File: config.mk
export PLATFORM = sky130hd
export DESIGN_NAME = spr_ctrl
export DESIGN_NICKNAME = d
export VERILOG_FILES = /design/src/rtl/spr_pkg.sv /design/src/rtl/spr_ctrl.sv
export SDC_FILE = /design/constraint.sdc
export NUM_CORES = 1
export LEC_CHECK = 0
export BUFFER_PORTS_ARGS = -buffer_cell sky130_fd_sc_hd__buf_2
export CAP_MARGIN = 20
export CORE_MARGIN = 3
export CORE_UTILIZATION = 53
export DETAILED_ROUTE_END_ITERATION = 6
export PLACE_DENSITY = 0.83
export REMOVE_ABC_BUFFERS = 1
export SLEW_MARGIN = 20
export SYNTH_ARGS = -nofsm -noshare
export SYNTH_HDL_FRONTEND = slang
export SYNTH_SLANG_ARGS = --single-unit
File: constraint.sdc
create_clock -name clock_i -period 5.1 [get_ports clock_i]
set_input_delay 1.53 -clock clock_i [delete_from_list [all_inputs] [get_ports clock_i]]
set_output_delay 1.53 -clock clock_i [all_outputs]
set_load 0.02 [all_outputs]
File: src/rtl/spr_pkg.sv
package spr_pkg;

    // Register byte addresses (printed offsets are not all multiples of four: index * 4)
    localparam logic [7:0] SPR_IDX_MCU_CONTROL   = 8'h35;
    localparam logic [7:0] SPR_IDX_PERIPH_GATE   = 8'h64;
    localparam logic [7:0] SPR_IDX_SLEEP_CONTROL = 8'h36;
    localparam logic [7:0] SPR_IDX_STATUS        = 8'h37;
    localparam logic [9:0] SPR_ADDR_MCU_CONTROL   = {SPR_IDX_MCU_CONTROL, 2'b00};
    localparam logic [9:0] SPR_ADDR_PERIPH_GATE   = {SPR_IDX_PERIPH_GATE, 2'b00};
    localparam logic [9:0] SPR_ADDR_SLEEP_CONTROL = {SPR_IDX_SLEEP_CONTROL, 2'b00};
    localparam logic [9:0] SPR_ADDR_STATUS        = {SPR_IDX_STATUS, 2'b00};

    // Reset values
    localparam logic [7:0] SPR_RST_MCU_CONTROL   = 8'h00;
    localparam logic [7:0] SPR_RST_PERIPH_GATE   = 8'h00;
    localparam logic [7:0] SPR_RST_SLEEP_CONTROL = 8'h00;

    // mcu_control fields
    localparam int SPR_MC_DEBUG_DISABLE = 7;
    localparam int SPR_MC_BOD_OFF       = 6;
    localparam int SPR_MC_BOD_UNLOCK    = 5;
    localparam logic [7:0] SPR_MC_PLAIN_MASK = 8'h93;  // bits 7,4,1,0 plain storage

    // sleep_mode_control fields
    localparam int SPR_SC_SEL_HI = 3;
    localparam int SPR_SC_SEL_LO = 1;
    localparam int SPR_SC_ARM    = 0;

    // peripheral_clock_gate fields
    localparam int SPR_PG_TWO_WIRE   = 7;
    localparam int SPR_PG_TIMER_TWO  = 6;
    localparam int SPR_PG_TIMER_ZERO = 5;
    localparam int SPR_PG_SERIAL_ONE = 4;
    localparam int SPR_PG_TIMER_ONE  = 3;
    localparam int SPR_PG_SPI        = 2;
    localparam int SPR_PG_SERIAL_ZERO = 1;
    localparam int SPR_PG_CONVERTER  = 0;

    // Sleep select codes
    localparam logic [2:0] SPR_SEL_IDLE     = 3'h0;
    localparam logic [2:0] SPR_SEL_ADC_NR   = 3'h1;
    localparam logic [2:0] SPR_SEL_PDOWN    = 3'h2;
    localparam logic [2:0] SPR_SEL_PSAVE    = 3'h3;
    localparam logic [2:0] SPR_SEL_RSVD_A   = 3'h4;
    localparam logic [2:0] SPR_SEL_RSVD_B   = 3'h5;
    localparam logic [2:0] SPR_SEL_STANDBY  = 3'h6;
    localparam logic [2:0] SPR_SEL_EXT_STBY = 3'h7;

    // Timing, in CPU clock cycles
    localparam int SPR_UNLOCK_WINDOW_CYC = 4;
    localparam int SPR_BOD_ACTIVE_CYC    = 3;
    localparam int SPR_BOD_CLEAR_CYC     = 3;
    localparam int SPR_WAKE_HALT_CYC     = 4;
    localparam int SPR_STARTUP_CYC       = 16;

    // Sleep sequencer states
    typedef enum logic [1:0] {
        SPR_ST_RUN,
        SPR_ST_SLEEP,
        SPR_ST_STARTUP,
        SPR_ST_HALT
    } spr_state_t;

    // Sleep-time controls to the analog, clock and pad logic
    typedef struct packed {
        logic bod_off;
        logic comparator_off;
        logic reference_keep;
        logic input_buf_off;
        logic main_clk_keep;
        logic converter_on;
        logic converter_extended;
        logic debug_enable;
    } spr_power_t;

    // Per-peripheral clock enables
    typedef struct packed {
        logic two_wire;
        logic timer_two;
        logic timer_zero;
        logic serial_one;
        logic timer_one;
        logic spi;
        logic serial_zero;
        logic converter;
    } spr_clk_en_t;

endpackage

File: src/rtl/spr_ctrl.sv
`timescale 1ns/1ps
// Overview of operation
// (RULE_01) Select field picks six modes, two reserved
// (RULE_02) Sleep instruction sleeps only when armed
// (RULE_03) Software arms just before, disarms after
// (RULE_04) Timed two-write unlock sets brown-out off
// (RULE_05) Brown-out off active three cycles later
// (RULE_06) Brown-out off self-clears after three cycles
// (RULE_07) Detector off only if sleep while active
// (RULE_08) Brown-out bits at six and five
// (RULE_09) Bit seven gates two-wire clock
// (RULE_10) Bit six gates timer two if synchronous
// (RULE_11) Bits five, three gate timers zero, one
// (RULE_12) Bits four, one gate both serial ports
// (RULE_13) Bit two gates the SPI clock
// (RULE_14) Bit zero gates converter, blocks comparator mux
// (RULE_15) Software disables converter before gating it
// (RULE_16) Enabled converter stays on; restart is extended
// (RULE_17) Deep sleep disables comparator unless reference
// (RULE_18) Deep sleep disables input buffers except wake
// (RULE_19) Debug enabled keeps main clock in sleep
// (RULE_20) Debug disable bit or fuses kill debug
// (RULE_21) Watchdog and fused detector run in sleep
// (RULE_22) Wake by interrupt halts four extra cycles
// (RULE_23) Gated peripheral frozen, registers inaccessible
// (RULE_24) Ungating returns peripheral to prior state
// (RULE_25) Reserved select code never enters sleep
module spr_ctrl
    import spr_pkg::*;
#(
    parameter int STARTUP_CYC = SPR_STARTUP_CYC
) (
    // Clock and reset
    input  wire logic        clock_i,
    input  wire logic        rst_i,
    input  wire logic        clk_en_i,
    // APB slave
    input  wire logic        psel_i,
    input  wire logic        penable_i,
    input  wire logic        pwrite_i,
    input  wire logic [11:0] paddr_i,
    input  wire logic [31:0] pwdata_i,
    output logic      [31:0] prdata_o,
    output logic             pready_o,
    output logic             pslverr_o,
    // CPU and system inputs
    input  wire logic        sleep_instr_i,
    input  wire logic        wake_irq_i,
    input  wire logic        timer_two_async_select_i,
    input  wire logic        converter_enable_i,
    input  wire logic        comparator_uses_ref_i,
    input  wire logic        debug_fuse_i,
    input  wire logic        test_port_fuse_i,
    input  wire logic        brownout_fuse_en_i,
    input  wire logic        watchdog_en_i,
    // Outputs
    output spr_clk_en_t      periph_clk_en_o,
    output spr_power_t       power_o,
    output logic             cpu_halt_o,
    output logic             sleeping_o,
    output logic             brownout_run_o,
    output logic             watchdog_run_o,
    output logic             comparator_mux_ok_o
);

    // Saturating decrement for the unlock window counter
    function automatic logic [2:0] dec3(input logic [2:0] v);
        dec3 = (v == 3'h0) ? 3'h0 : v - 3'h1;
    endfunction

    // Mode is deep when the I/O clocks stop; the converter clock follows its gate bit alone
    function automatic logic deep_mode(input logic [2:0] s);
        deep_mode = (s == SPR_SEL_PDOWN) || (s == SPR_SEL_PSAVE) ||
                    (s == SPR_SEL_STANDBY) || (s == SPR_SEL_EXT_STBY);
    endfunction

    logic [7:0]  mcu_q, mcu_d;
    logic [7:0]  sleep_ctl_q, sleep_ctl_d;
    logic [7:0]  gate_q, gate_d;
    logic [2:0]  unlock_q, unlock_d;
    logic [2:0]  bod_age_q, bod_age_d;
    logic        bod_sleep_q, bod_sleep_d;
    logic [2:0]  mode_q, mode_d;
    logic [7:0]  wait_q, wait_d;
    logic        conv_was_on_q;
    logic        conv_ext_q, conv_ext_d;
    spr_state_t  state_q, state_d;
    logic [31:0] rdata_d;

    // APB decode: zero-wait access phase
    wire         acc      = psel_i & penable_i;
    wire         wr       = acc & pwrite_i;
    wire         hit_mcu  = paddr_i[9:0] == SPR_ADDR_MCU_CONTROL;
    wire         hit_gate = paddr_i[9:0] == SPR_ADDR_PERIPH_GATE;
    wire         hit_slp  = paddr_i[9:0] == SPR_ADDR_SLEEP_CONTROL;
    wire         hit_stat = paddr_i[9:0] == SPR_ADDR_STATUS;
    wire         hit_any  = (hit_mcu | hit_gate | hit_slp | hit_stat) & (paddr_i[11:10] == 2'b00);
    wire [7:0]   wbyte    = pwdata_i[7:0];
    wire         wr_mcu   = wr & hit_mcu & hit_any;

    // (RULE_01) Mode field decode
    wire [2:0]   sel      = sleep_ctl_q[SPR_SC_SEL_HI:SPR_SC_SEL_LO];
    // (RULE_25) Reserved codes rejected
    wire         sel_ok   = (sel != SPR_SEL_RSVD_A) && (sel != SPR_SEL_RSVD_B);
    // (RULE_02) Sleep only when armed
    wire         go_sleep = sleep_instr_i & sleep_ctl_q[SPR_SC_ARM] & sel_ok &
                            (state_q == SPR_ST_RUN);

    // (RULE_04) Unlock write opens the window; second write inside it sets the bit
    wire         unlock_wr = wr_mcu & wbyte[SPR_MC_BOD_OFF] & wbyte[SPR_MC_BOD_UNLOCK];
    wire         commit_wr = wr_mcu & wbyte[SPR_MC_BOD_OFF] & ~wbyte[SPR_MC_BOD_UNLOCK] &
                             (unlock_q != 3'h0);

    // (RULE_20) Debug off by bit or either fuse cleared
    wire         debug_on = debug_fuse_i & test_port_fuse_i & ~mcu_q[SPR_MC_DEBUG_DISABLE];
    // (RULE_05) Active from three cycles after set until self-clear
    wire         bod_active = bod_sleep_q & (bod_age_q >= 3'(SPR_BOD_ACTIVE_CYC));

    // Register writes, unlock bit self-clears with the window
    always_comb begin
        mcu_d = mcu_q;
        if (wr_mcu) begin
            mcu_d = (mcu_q & ~SPR_MC_PLAIN_MASK) | (wbyte & SPR_MC_PLAIN_MASK);
            mcu_d[SPR_MC_BOD_UNLOCK] = wbyte[SPR_MC_BOD_UNLOCK];
        end else if (unlock_q == 3'h1) begin
            mcu_d[SPR_MC_BOD_UNLOCK] = 1'b0;
        end
        // (RULE_08) Brown-out off bit mirrors the timed flag
        mcu_d[SPR_MC_BOD_OFF] = bod_sleep_d;
    end

    // (RULE_04) Four-cycle unlock window
    always_comb begin
        unlock_d = dec3(unlock_q);
        if (unlock_wr) begin
            unlock_d = 3'(SPR_UNLOCK_WINDOW_CYC);
        end else if (commit_wr) begin
            unlock_d = 3'h0;
        end
    end

    // (RULE_06) Self-clear three cycles after becoming active
    always_comb begin
        bod_sleep_d = bod_sleep_q;
        bod_age_d   = bod_age_q;
        if (commit_wr) begin
            bod_sleep_d = 1'b1;
            bod_age_d   = 3'h0;
        end else if (bod_sleep_q) begin
            if (bod_age_q == 3'(SPR_BOD_ACTIVE_CYC + SPR_BOD_CLEAR_CYC - 1)) begin
                bod_sleep_d = 1'b0;
                bod_age_d   = 3'h0;
            end else begin
                bod_age_d = bod_age_q + 3'h1;
            end
        end
    end

    // Sleep sequencer: run, sleep, startup, halt
    always_comb begin
        state_d = state_q;
        mode_d  = mode_q;
        wait_d  = (wait_q == 8'h00) ? 8'h00 : wait_q - 8'h01;
        case (state_q)
            SPR_ST_RUN: begin
                if (go_sleep) begin
                    state_d = SPR_ST_SLEEP;
                    mode_d  = sel;
                end
            end
            SPR_ST_SLEEP: begin
                if (wake_irq_i) begin
                    state_d = SPR_ST_STARTUP;
                    wait_d  = 8'(STARTUP_CYC);
                end
            end
            SPR_ST_STARTUP: begin
                if (wait_q == 8'h01) begin
                    // (RULE_22) Four extra halt cycles
                    state_d = SPR_ST_HALT;
                    wait_d  = 8'(SPR_WAKE_HALT_CYC);
                end
            end
            SPR_ST_HALT: begin
                if (wait_q == 8'h01) begin
                    state_d = SPR_ST_RUN;
                end
            end
            default: state_d = SPR_ST_RUN;
        endcase
    end

    // Next-state view so sleep controls move with sleeping_o
    wire asleep = (state_d == SPR_ST_SLEEP);
    wire deep   = asleep & deep_mode(mode_d);
    logic bod_cut_q, bod_cut_d;

    // (RULE_07) Cut detector only if sleep entered while bit active
    always_comb begin
        bod_cut_d = bod_cut_q;
        if (go_sleep) begin
            bod_cut_d = bod_active & deep_mode(sel);
        end else if (state_d != SPR_ST_SLEEP) begin
            // Detector back on in the same cycle sleep ends
            bod_cut_d = 1'b0;
        end
    end

    // (RULE_16) Off-then-on converter makes next conversion extended
    always_comb begin
        conv_ext_d = conv_ext_q;
        if (converter_enable_i & ~gate_q[SPR_PG_CONVERTER] & ~conv_was_on_q) begin
            conv_ext_d = 1'b1;
        end else if (~converter_enable_i) begin
            conv_ext_d = 1'b0;
        end
    end

    // Read mux, unmapped reads zero with error
    always_comb begin
        rdata_d = 32'h0000_0000;
        if (hit_mcu) begin
            rdata_d[7:0] = mcu_q;
        end else if (hit_gate) begin
            rdata_d[7:0] = gate_q;
        end else if (hit_slp) begin
            rdata_d[7:0] = sleep_ctl_q;
        end else if (hit_stat) begin
            rdata_d[7:0] = {4'h0, bod_active, mode_q};
        end
    end

    assign sleep_ctl_d = (wr & hit_slp & hit_any) ? {4'h0, wbyte[3:0]} : sleep_ctl_q;
    assign gate_d      = (wr & hit_gate & hit_any) ? wbyte : gate_q;

    // Control and state registers
    always_ff @(posedge clock_i) begin
        if (rst_i) begin
            mcu_q       <= SPR_RST_MCU_CONTROL;
            sleep_ctl_q <= SPR_RST_SLEEP_CONTROL;
            gate_q      <= SPR_RST_PERIPH_GATE;
            unlock_q    <= 3'h0;
            bod_sleep_q <= 1'b0;
            bod_age_q   <= 3'h0;
            bod_cut_q   <= 1'b0;
            state_q     <= SPR_ST_RUN;
            mode_q      <= SPR_SEL_IDLE;
            wait_q      <= 8'h00;
        end else if (clk_en_i) begin
            mcu_q       <= mcu_d;
            sleep_ctl_q <= sleep_ctl_d;
            gate_q      <= gate_d;
            unlock_q    <= unlock_d;
            bod_sleep_q <= bod_sleep_d;
            bod_age_q   <= bod_age_d;
            bod_cut_q   <= bod_cut_d;
            state_q     <= state_d;
            mode_q      <= mode_d;
            wait_q      <= wait_d;
        end
    end

    // Converter history, used for the extended-conversion flag
    always_ff @(posedge clock_i) begin
        if (rst_i) begin
            conv_was_on_q <= 1'b0;
            conv_ext_q    <= 1'b0;
        end else if (clk_en_i) begin
            conv_was_on_q <= converter_enable_i & ~gate_q[SPR_PG_CONVERTER];
            conv_ext_q    <= conv_ext_d;
        end
    end

    // Clock enables: gating stops the clock only, so state is kept
    // (RULE_23) Gated peripheral clock frozen
    // (RULE_24) Ungating resumes prior state
    spr_clk_en_t clk_en_d;
    always_comb begin
        // (RULE_09) Two-wire gate
        clk_en_d.two_wire    = ~gate_q[SPR_PG_TWO_WIRE] & ~deep;
        // (RULE_10) Timer two gated only in synchronous mode
        clk_en_d.timer_two   = (~gate_q[SPR_PG_TIMER_TWO] & ~deep) | timer_two_async_select_i;
        // (RULE_11) Timer zero and one gates
        clk_en_d.timer_zero  = ~gate_q[SPR_PG_TIMER_ZERO] & ~deep;
        clk_en_d.timer_one   = ~gate_q[SPR_PG_TIMER_ONE] & ~deep;
        // (RULE_12) Serial port gates
        clk_en_d.serial_one  = ~gate_q[SPR_PG_SERIAL_ONE] & ~deep;
        clk_en_d.serial_zero = ~gate_q[SPR_PG_SERIAL_ZERO] & ~deep;
        // (RULE_13) SPI gate
        clk_en_d.spi         = ~gate_q[SPR_PG_SPI] & ~deep;
        // (RULE_14) Converter gate
        clk_en_d.converter   = ~gate_q[SPR_PG_CONVERTER];
    end

    // Sleep-time power controls
    spr_power_t pwr_d;
    always_comb begin
        pwr_d.bod_off            = bod_cut_d;
        // (RULE_17) Comparator off in deep modes unless on reference
        pwr_d.comparator_off     = deep & ~comparator_uses_ref_i;
        pwr_d.reference_keep     = deep & comparator_uses_ref_i;
        // (RULE_18) Input buffers off in deep modes
        pwr_d.input_buf_off      = deep;
        // (RULE_19) Debug keeps main clock
        pwr_d.main_clk_keep      = debug_on;
        // (RULE_16) Enabled converter stays on in sleep
        pwr_d.converter_on       = converter_enable_i & ~gate_q[SPR_PG_CONVERTER];
        pwr_d.converter_extended = conv_ext_d;
        pwr_d.debug_enable       = debug_on;
    end

    // Registered outputs
    always_ff @(posedge clock_i) begin
        if (rst_i) begin
            prdata_o            <= 32'h0000_0000;
            pready_o            <= 1'b0;
            pslverr_o           <= 1'b0;
            periph_clk_en_o     <= '1;
            power_o             <= '0;
            cpu_halt_o          <= 1'b0;
            sleeping_o          <= 1'b0;
            brownout_run_o      <= 1'b0;
            watchdog_run_o      <= 1'b0;
            comparator_mux_ok_o <= 1'b1;
        end else if (clk_en_i) begin
            // One-cycle ready pulse one edge after the setup phase
            pready_o            <= psel_i & ~penable_i;
            pslverr_o           <= psel_i & ~penable_i & ~hit_any;
            prdata_o            <= hit_any ? rdata_d : 32'h0000_0000;
            periph_clk_en_o     <= clk_en_d;
            power_o             <= pwr_d;
            cpu_halt_o          <= state_d != SPR_ST_RUN;
            sleeping_o          <= state_d == SPR_ST_SLEEP;
            // (RULE_21) Fused detector and watchdog keep running
            brownout_run_o      <= brownout_fuse_en_i & ~bod_cut_d;
            watchdog_run_o      <= watchdog_en_i;
            // (RULE_14) Comparator loses converter mux when gated
            comparator_mux_ok_o <= ~gate_q[SPR_PG_CONVERTER];
        end
    end

endmodule // spr_ctrl

* Word-level counts from Yosys, hierarchy flattened
Index checks and enable logic that the tools add are counted.
** Storage, ports and cells
- Register bits after elaboration :: 92
- Input port bits :: 59
- Output and inout port bits :: 55
- Word-level logic and storage cells :: 167
** Cells by class
- Add/sub/neg operators :: 3
- Order comparisons :: 1
- Equality and inequality tests :: 23
- Multiplexer cells :: 31
- Bitwise operators :: 56
- Reduce and logical (&&, ||, !) cells :: 21
** Operator list (count)
- $mux W8 :: 6
- $and A1 B1 Y1 :: 35
- $eq A10 B8 Y1 const B :: 3
- $mux W3 :: 8
- $not A1 Y1 :: 16
- $pmux W8 S2 :: 1
- $eq A3 B3 Y1 const B :: 5
- $eq A3 B2 Y1 const B :: 4
- $reduce_and A2 Y1 :: 6
- $eq A10 B9 Y1 const B :: 1
- $mux W1 :: 9
- $eq A8 B1 Y1 const B :: 1
- $logic_not A8 Y1 :: 1
- $mux W2 :: 4
- $mux W4 :: 2
- $or A7 B8 Y8 :: 1
- $pmux W2 S4 :: 1
- $sub A8 B1 Y8 const B :: 1
- $logic_or A1 B1 Y1 :: 6
- $ne A3 B3 Y1 const B :: 2
- $reduce_bool A2 Y1 :: 3
- $eq A2 B1 Y1 const B :: 2
- $eq A2 B2 Y1 const B :: 2
- $logic_not A2 Y1 :: 2
- 9 further kinds :: 13

* Longest topological paths before layout
Gate-level depths: netlist (run 1).
- Depth after elaboration :: 14
- Depth in mapped cells :: 9
- Depth with buffers taken out :: 8

* Least setup slack after synthesis (run 1)
No wires, ideal clock.
- Kind :: input to register
- Start point :: input paddr_i[2]
- End point :: register bod_age_q[2]
- Setup time :: 0.122 ns
- Arrival :: 3.426 ns
- Required time :: 4.978 ns
- Path slack :: 1.552 ns
- Stages on the path :: 8
- Path buffers :: 2
- Cells stage by stage :: buf_6 or4b_4 o21a_1 or4_4 buf_6 nor3_4 nor3_1 a311o_1
** On the way
- Cells in the longest elaborated chain, start to end :: 11
- Elaborated cells between the ends (all ways) :: 16
- Those cells by class :: 4 x eq/ne; 1 x mux; 9 x bitwise; 2 x reduce/logical
** RTL lines
- from (decl) :: line spr_ctrl.sv:41 : input wire logic [11:0] paddr_i,
- $eq A10 B8 Y1 or $eq A10 B9 Y1 (tied branches) :: line spr_ctrl.sv:93, spr_ctrl.sv:94
- $or A1 B1 Y1 (3 in series) :: line spr_ctrl.sv:97 : wire hit_any = (hit_mcu | hit_gate | hit_slp | hit_stat) & (paddr_i[11:10] == 2'b00);
- $and A1 B1 Y1 :: line spr_ctrl.sv:97
- $and A1 B1 Y1 * :: line spr_ctrl.sv:99 : wire wr_mcu = wr & hit_mcu & hit_any;
- $and A1 B1 Y1 * (3 in series) :: line spr_ctrl.sv:111 : wire commit_wr = wr_mcu & wbyte[SPR_MC_BOD_OFF] & ~wbyte[SPR_MC_BOD_UNLOCK] &
- $reduce_bool A2 Y1 (no line)
- $reduce_and A2 Y1 (no line)
- to (signal assigned) :: line spr_ctrl.sv:255 : bod_age_q <= bod_age_d;
- to (decl) :: line spr_ctrl.sv:81 : logic [2:0] bod_age_q, bod_age_d;
Mark *: on every way between the ends. The rest lies on a longest branch, timed or not.
A chain may end at the register's enable or synchronous reset.

* Worst setup path after layout (run 1)
- Start point :: input paddr_i[2]
- End point :: register gate_q[1]
** On the way
- Cells in the longest elaborated chain, start to end :: 7
- Elaborated cells between the ends (all ways) :: 11
- Those cells by class :: 4 x eq/ne; 6 x bitwise; 1 x reduce/logical
** RTL lines
- $eq A10 B8 Y1 or $eq A10 B9 Y1 (tied branches) :: line spr_ctrl.sv:93, spr_ctrl.sv:94
- $or A1 B1 Y1 (3 in series) :: line spr_ctrl.sv:97
- $and A1 B1 Y1 :: line spr_ctrl.sv:97
- $and A1 B1 Y1 * :: line spr_ctrl.sv:234 : assign gate_d = (wr & hit_gate & hit_any) ? wbyte : gate_q;
- $reduce_and A2 Y1 (no line) *
- to (signal assigned) :: line spr_ctrl.sv:252 : gate_q <= gate_d;
- to (decl) :: line spr_ctrl.sv:79 : logic [7:0] gate_q, gate_d;
Marked as above.

==> impl_results.md, run 1 <==
* Max Fclk at 283.0 MHz
* Synthesis Warnings at 0
* Outcome: finished clean
* H-tree depth at 3
* Port buffer count at 65
* CP max stage cell: nand4_1
* Seq/Total Area, Yosys at 38.92%
* Gpl congestion at 0.8874
* Max-Slew Margin vs Limit at 40.60%
* Max cap viols at 0
* Most common cell after layout, fill and taps aside: dfxtp_1
* Worst path max stage delay at 0.62 ns
* Worst-path clk slew at 0.07 ns
* Pwr dens at 360.8 nW/um^2
* Core ar. at 6061 sq um
* Initial antenna violation count at 0
* Worst r2r src: state_q[0]
* Total chip power at 1.386 mW
* Main flop type after synthesis: dfxtp_1
* FF-to-FF setup slack at 2.43 ns
* Vias/cell at 5.754
* M3 GR Usage at 6.724%
* Hold Buf Count CTS at 0
* Routing usage on met1 at 25.71%
* ANT nets after route at 0
* Final Slew Violations at 0
* Mapped Cells at 401
* Vert. Die Dim at 86.03 um
* Clk_lat worst skew at 0.35 ns
* Post-synth ARST share at 0%
* # setup viols final at 0
* Final number of hold-violating endpoints at 0
* Largest net degree at the start of global routing at 30
* Worst-margin pin slew at 0.8900 ns
* TNS Setup at 0 ns
* Total number of vias at 3,084
* Worst setup EP type: register
* Die W at 86.03 um
* Setup slack after layout at 1.566 ns
* Startpoint Class: input pin
* HP Class: register to register
* Root buf cell: clkbuf_8
* Synth Cell Area at 3395 sq um
* Crit path launch: paddr_i[2]
* TritonCTS buffer count at 9
* Worst clock skew at 0.01231 ns
* Die footprint at 7401 sq um
* Remaining DRCs at 0
* GR Layer Usage met2 at 39.38%
* P_leak at 1.742 nW
* Most frequent cells in the layout: dfxtp_1 (66), buf_2 (65), nor2_1 (54)
* Initial DRT Pass Iterations at 4
* Area growth, synth to finish at 13.20%
* Peak supply drop at 0.3152 mV
* Row Count at 28
* Fin util at 63.40%
* Finished Layout Cells at 536
* Finished Cell Area at 3842 sq um
* Fin crit period at 3.534 ns
* Fillers at 532
* Nets@finish at 525
* Worst EP required at 5.33 ns
* Placed cells at 520
* Routed WL at 8010 um
* GRT Overall Usage at 22.46%
* CP cell instances: buf_2, or4b_4, o21a_1, nor3_2, nand4_1, mux2i_1, nor2_1
* WP data arrival at 3.76 ns
* Io pins at 114
* Global route overflow at 0
* Unrepaired setup endpoints after global routing: false
* # clock sinks at 66
* Vias in the first global route at 2,926
* Critical path class: input pin to register
* Post-CTS Setup Bufs at 0
* Capture point of the worst path: gate_q[1]
* Initial DRC count at 155
* Avg Cell Area, Syn at 8.465 sq um
* Post-place setup slack at 1.222 ns
* Initial Utilization at 56.01%
* CTS tree: done
* Post-CTS sizing at 0
* Hold WS at 0.4594 ns
* Number of cells on the worst reg-to-reg path at 8
* Share of layout cells above drive strength 1 at 20.39%
* #FFs+latches synth at 66
* R2R Path End: periph_clk_en_o[4]
* Post-synth EDFFs at 0
* Antenna diodes at 0
* WL/cell at 14.94 um
* Synth cell types at 58
* Busiest layer in global routing: met2
* Worst Path Max Fanout at 9
* First-pass GRT wire length at 13,200 um
* Clock tree buffer depth at 2
* Dpl hpwl at 5685 um
* Post-place instance area at 3621 sq um
* Tcrit/Tclk final at 69.29%
-- cells by family after synthesis --
family	after synthesis	synth area share [%]
AO/OA/AOI/OAI	91	17.51
XOR/XNOR	2	0.5161
adder cells (fa/ha/maj)	10	3.686
buffers and inverters	63	10.65
flip-flops	66	38.92
multiplexers	24	7.114
other	1	0.1105
AND/OR/NAND/NOR	144	21.49
-- synth_stat cells, types with 3 or more instances --
master | count | area, sq um
a211oi_1 | 4 | 30.03
a21oi_1 | 23 | 115.1
a22o_1 | 6 | 52.55
a22oi_1 | 5 | 37.54
a311oi_1 | 3 | 26.28
a31oi_1 | 4 | 25.02
and2_1 | 3 | 18.77
and3_1 | 5 | 31.28
buf_4 | 29 | 217.7
clkbuf_1 | 13 | 48.80
dfxtp_1 | 66 | 1321
ha_1 | 10 | 125.1
inv_1 | 16 | 60.06
mux2i_1 | 23 | 230.2
nand2_1 | 31 | 116.4
nand3_1 | 7 | 35.03
nand3b_1 | 4 | 30.03
nand4_1 | 6 | 37.54
nor2_1 | 55 | 206.5
nor2b_1 | 3 | 18.77
nor3_1 | 8 | 40.04
nor4_1 | 4 | 25.02
o21ai_0 | 24 | 120.1
or2_2 | 3 | 18.77
-- routing by layer --
metal  routed length (um)  share of wire [%]
met1                 3336                 42
met2                 3908                 49
met3                  595                7.4
met4                  169                2.1
met5                    0                  0
-- worst max-delay path, delay by kind of cell --
kind,cells,cell delay (ns)
AND/OR/NAND/NOR,4,1.56
buffers and inverters,1,0.16
multiplexers,1,0.37
AO/OA/AOI/OAI,1,0.14
-- worst min path at each step --
stage / from / to / depth (start not counted)
after floorplan: gate_q[2] / periph_clk_en_o[2] / 1
after global placement: power_o[6] / power_o[6] / 2
after detailed placement: prdata_o[6] / prdata_o[6] / 2
after CTS: power_o[4] / power_o[4] / 1
after global routing: power_o[4] / power_o[4] / 1
final: power_o[4] / power_o[4] / 1
-- registers in the layout, indices dropped and copies added, names as in the netlist --
| name | cells |
|---|---|
| state_q | 2 |
| mode_q | 3 |
| pslverr_o | 1 |
| prdata_o | 8 |
| sleeping_o | 1 |
| cpu_halt_o | 1 |
| unlock_q | 3 |
| sleep_ctl_q | 4 |
| bod_age_q | 3 |
| gate_q | 8 |
| wait_q | 8 |
| watchdog_run_o | 1 |
| brownout_run_o | 1 |
| pready_o | 1 |
| power_o | 7 |
| mcu_q | 6 |
| periph_clk_en_o | 7 |
| comparator_mux_ok_o | 1 |
-- report_power, final --
group / internal [mW] / switching (mW) / leakage [nW] / total, mW
Clock: 0.290 / 0.202 / 0.111 / 0.492
Sequential: 0.548 / 0.0410 / 0.536 / 0.589
Combinational: 0.117 / 0.188 / 1.09 / 0.305
Total: 0.955 / 0.431 / 1.74 / 1.39
-- area by class of cell --
class | instances | area [sq um] | area share, %
Clock buffer | 12 | 145.1 | 3.777
Clock inverter | 4 | 73.82 | 1.921
Inverter | 16 | 60.06 | 1.563
Multi-Input combinational cell | 295 | 1800 | 46.86
Sequential cell | 66 | 1321 | 34.39
Tap cell | 75 | 93.84 | 2.442
Timing Repair Buffer | 68 | 347.8 | 9.052
(Power assumes the default switching activity.)
==> inputs of run 2 (changes only) <==
CORE_UTILIZATION = 51   (was 53)
PLACE_DENSITY = 0.81   (was 0.83)
clock period = 3.45 ns   (was 5.1 ns; I/O delays follow)
==> impl_results.md, run 2 (synthesized netlist as in run 1, its figures left out) <==
* Routed WL at 8200 um (+2.4%)
* # setup viols final at 0 (unchanged)
* WP data arrival at 3.03 ns (-0.73 ns)
* Io pins at 114 (unchanged)
* Startpoint Class: input pin
* Port buffer count at 65 (unchanged)
* # clock sinks at 66 (unchanged)
* TNS Setup at 0 ns (unchanged)
* Initial antenna violation count at 0 (unchanged)
* Die W at 87.59 um (+1.8%)
* Nets@finish at 530 (+0.95%)
* Largest net degree at the start of global routing at 28 (-6.7%)
* Hold WS at 0.4486 ns (-0.01083 ns)
* Pwr dens at 526.5 nW/um^2 (+46%)
* Vias/cell at 5.608 (-2.5%)
* CTS tree: done
* Root buf cell: clkbuf_8
* Initial DRT Pass Iterations at 4 (unchanged)
* Vias in the first global route at 2,865 (-2.1%)
* Remaining DRCs at 0 (unchanged)
* Post-CTS sizing at 0 (unchanged)
* Most common cell after layout, fill and taps aside: dfxtp_1
* Worst setup EP type: register
* First-pass GRT wire length at 13,410 um (+1.6%)
* Peak supply drop at 0.3370 mV (+6.9%)
* Worst-path clk slew at 0.08 ns (about the same)
* Clk_lat worst skew at 0.35 ns (about the same)
* HP Class: register to register
* Worst Path Max Fanout at 9 (unchanged)
* Outcome: finished clean
* Hold Buf Count CTS at 0 (unchanged)
* Most frequent cells in the layout: dfxtp_1 (66), buf_2 (65), nor2_1 (55)
* Dpl hpwl at 5961 um (+4.9%)
* Final number of hold-violating endpoints at 0 (unchanged)
* Fin crit period at 2.788 ns
* Initial Utilization at 53.15% (-2.9 points)
* WL/cell at 15.10 um (+1.1%)
* GRT Overall Usage at 22.43% (-0.036 points)
* Share of layout cells above drive strength 1 at 21.24% (+0.85 points)
* Regs by FF count: gate_q x8, prdata_o x8, wait_q x8
* Core ar. at 6386 sq um (+5.4%)
* Area growth, synth to finish at 14.26%
* Clock tree buffer depth at 2 (unchanged)
* Worst clock skew at 0.01025 ns (-0.002066 ns)
* ANT nets after route at 0 (unchanged)
* Post-CTS Setup Bufs at 0 (unchanged)
* Max cap viols at 0 (unchanged)
* Antenna diodes at 0 (unchanged)
* Vert. Die Dim at 87.59 um (+1.8%)
* Fillers at 549 (+3.2%)
* Total number of vias at 3,045 (-1.3%)
* Critical path class: input pin to register
* Row Count at 29 (+3.6%)
* Final Slew Violations at 0 (unchanged)
* Gpl congestion at 0.9050 (+2.0%)
* Die footprint at 7671 sq um (+3.6%)
* P_leak at 1.763 nW (+1.2%)
* Worst-margin pin slew at 0.6310 ns (-0.2590 ns)
* Global route overflow at 0 (unchanged)
* H-tree depth at 3 (unchanged)
* Tcrit/Tclk final at 80.81%
* Max Fclk at 358.7 MHz
* Worst EP required at 3.69 ns (-1.64 ns)
* Max-Slew Margin vs Limit at 57.78% (+17 points)
* TritonCTS buffer count at 9 (unchanged)
* Initial DRC count at 233 (+50%)
* Unrepaired setup endpoints after global routing: false
==> run 2: cell types whose count changed in the layout (fill, tap and decap cells not counted), sizes merged <==
cell and delta:
clkinv +1, clkinvlp +1, buf +5, clkbuf -2
==> run 2: area by class of cell <==
cell class | count | area (sq um) | area share [%]
clock inverter | 6 | 90.09 | 2.323
clock buffer | 10 | 127.6 | 3.290
multi-input combinational | 295 | 1798 | 46.35
timing repair buffer | 73 | 385.4 | 9.935
inverter | 16 | 60.06 | 1.548
tap | 77 | 96.34 | 2.484
sequential | 66 | 1321 | 34.06
==> run 2: report_power, final <==
group,switching [mW],internal [mW],total [mW]
Sequential,0.0609,0.809,0.870
Combinational,0.272,0.174,0.447
Clock,0.316,0.409,0.725
==> run 2: worst paths after layout <==
path | cells after the start | from | end | slack [ns]
worst min-delay path | 1 | power_o[4] | power_o[4] | 0.45
worst min register to register | 1 | power_o[4] | power_o[4] | 0.45
worst max register to register | 8 | state_q[0] | periph_clk_en_o[2] | 0.72
worst max-delay path | 7 | paddr_i[2] | bod_age_q[2] | 0.66
==> run 2: per-layer routing <==
layer	GRT usage (%)	share of wire, %
met1	28.32	42
met2	36.51	49
met3	4.327	6.7
met4	11.30	2.0
met5	0	0
==> run 2: metrics by stage <==
step	instances	power (mW)	area [sq um]	setup WS (ns)	utilization, %
global placement	527	1.312	3661	0.3299	57.33
detailed placement	527	1.330	3661	0.3066	57.33
CTS	543	2.051	3879	0.6804	60.74
global route	543	2.153	3879	0.5442	60.74
floorplan	377	1.204	3179	0.5669	-
finish	543	2.042	3879	0.6620	60.74
==> run 2: worst max-delay path, stage by stage <==
cell	delay, ns
buf_2	0.17
or4b_4	0.53
o21a_1	0.14
or4_4	0.57
nor3_4	0.20
nor3_1	0.07
a311o_1	0.31
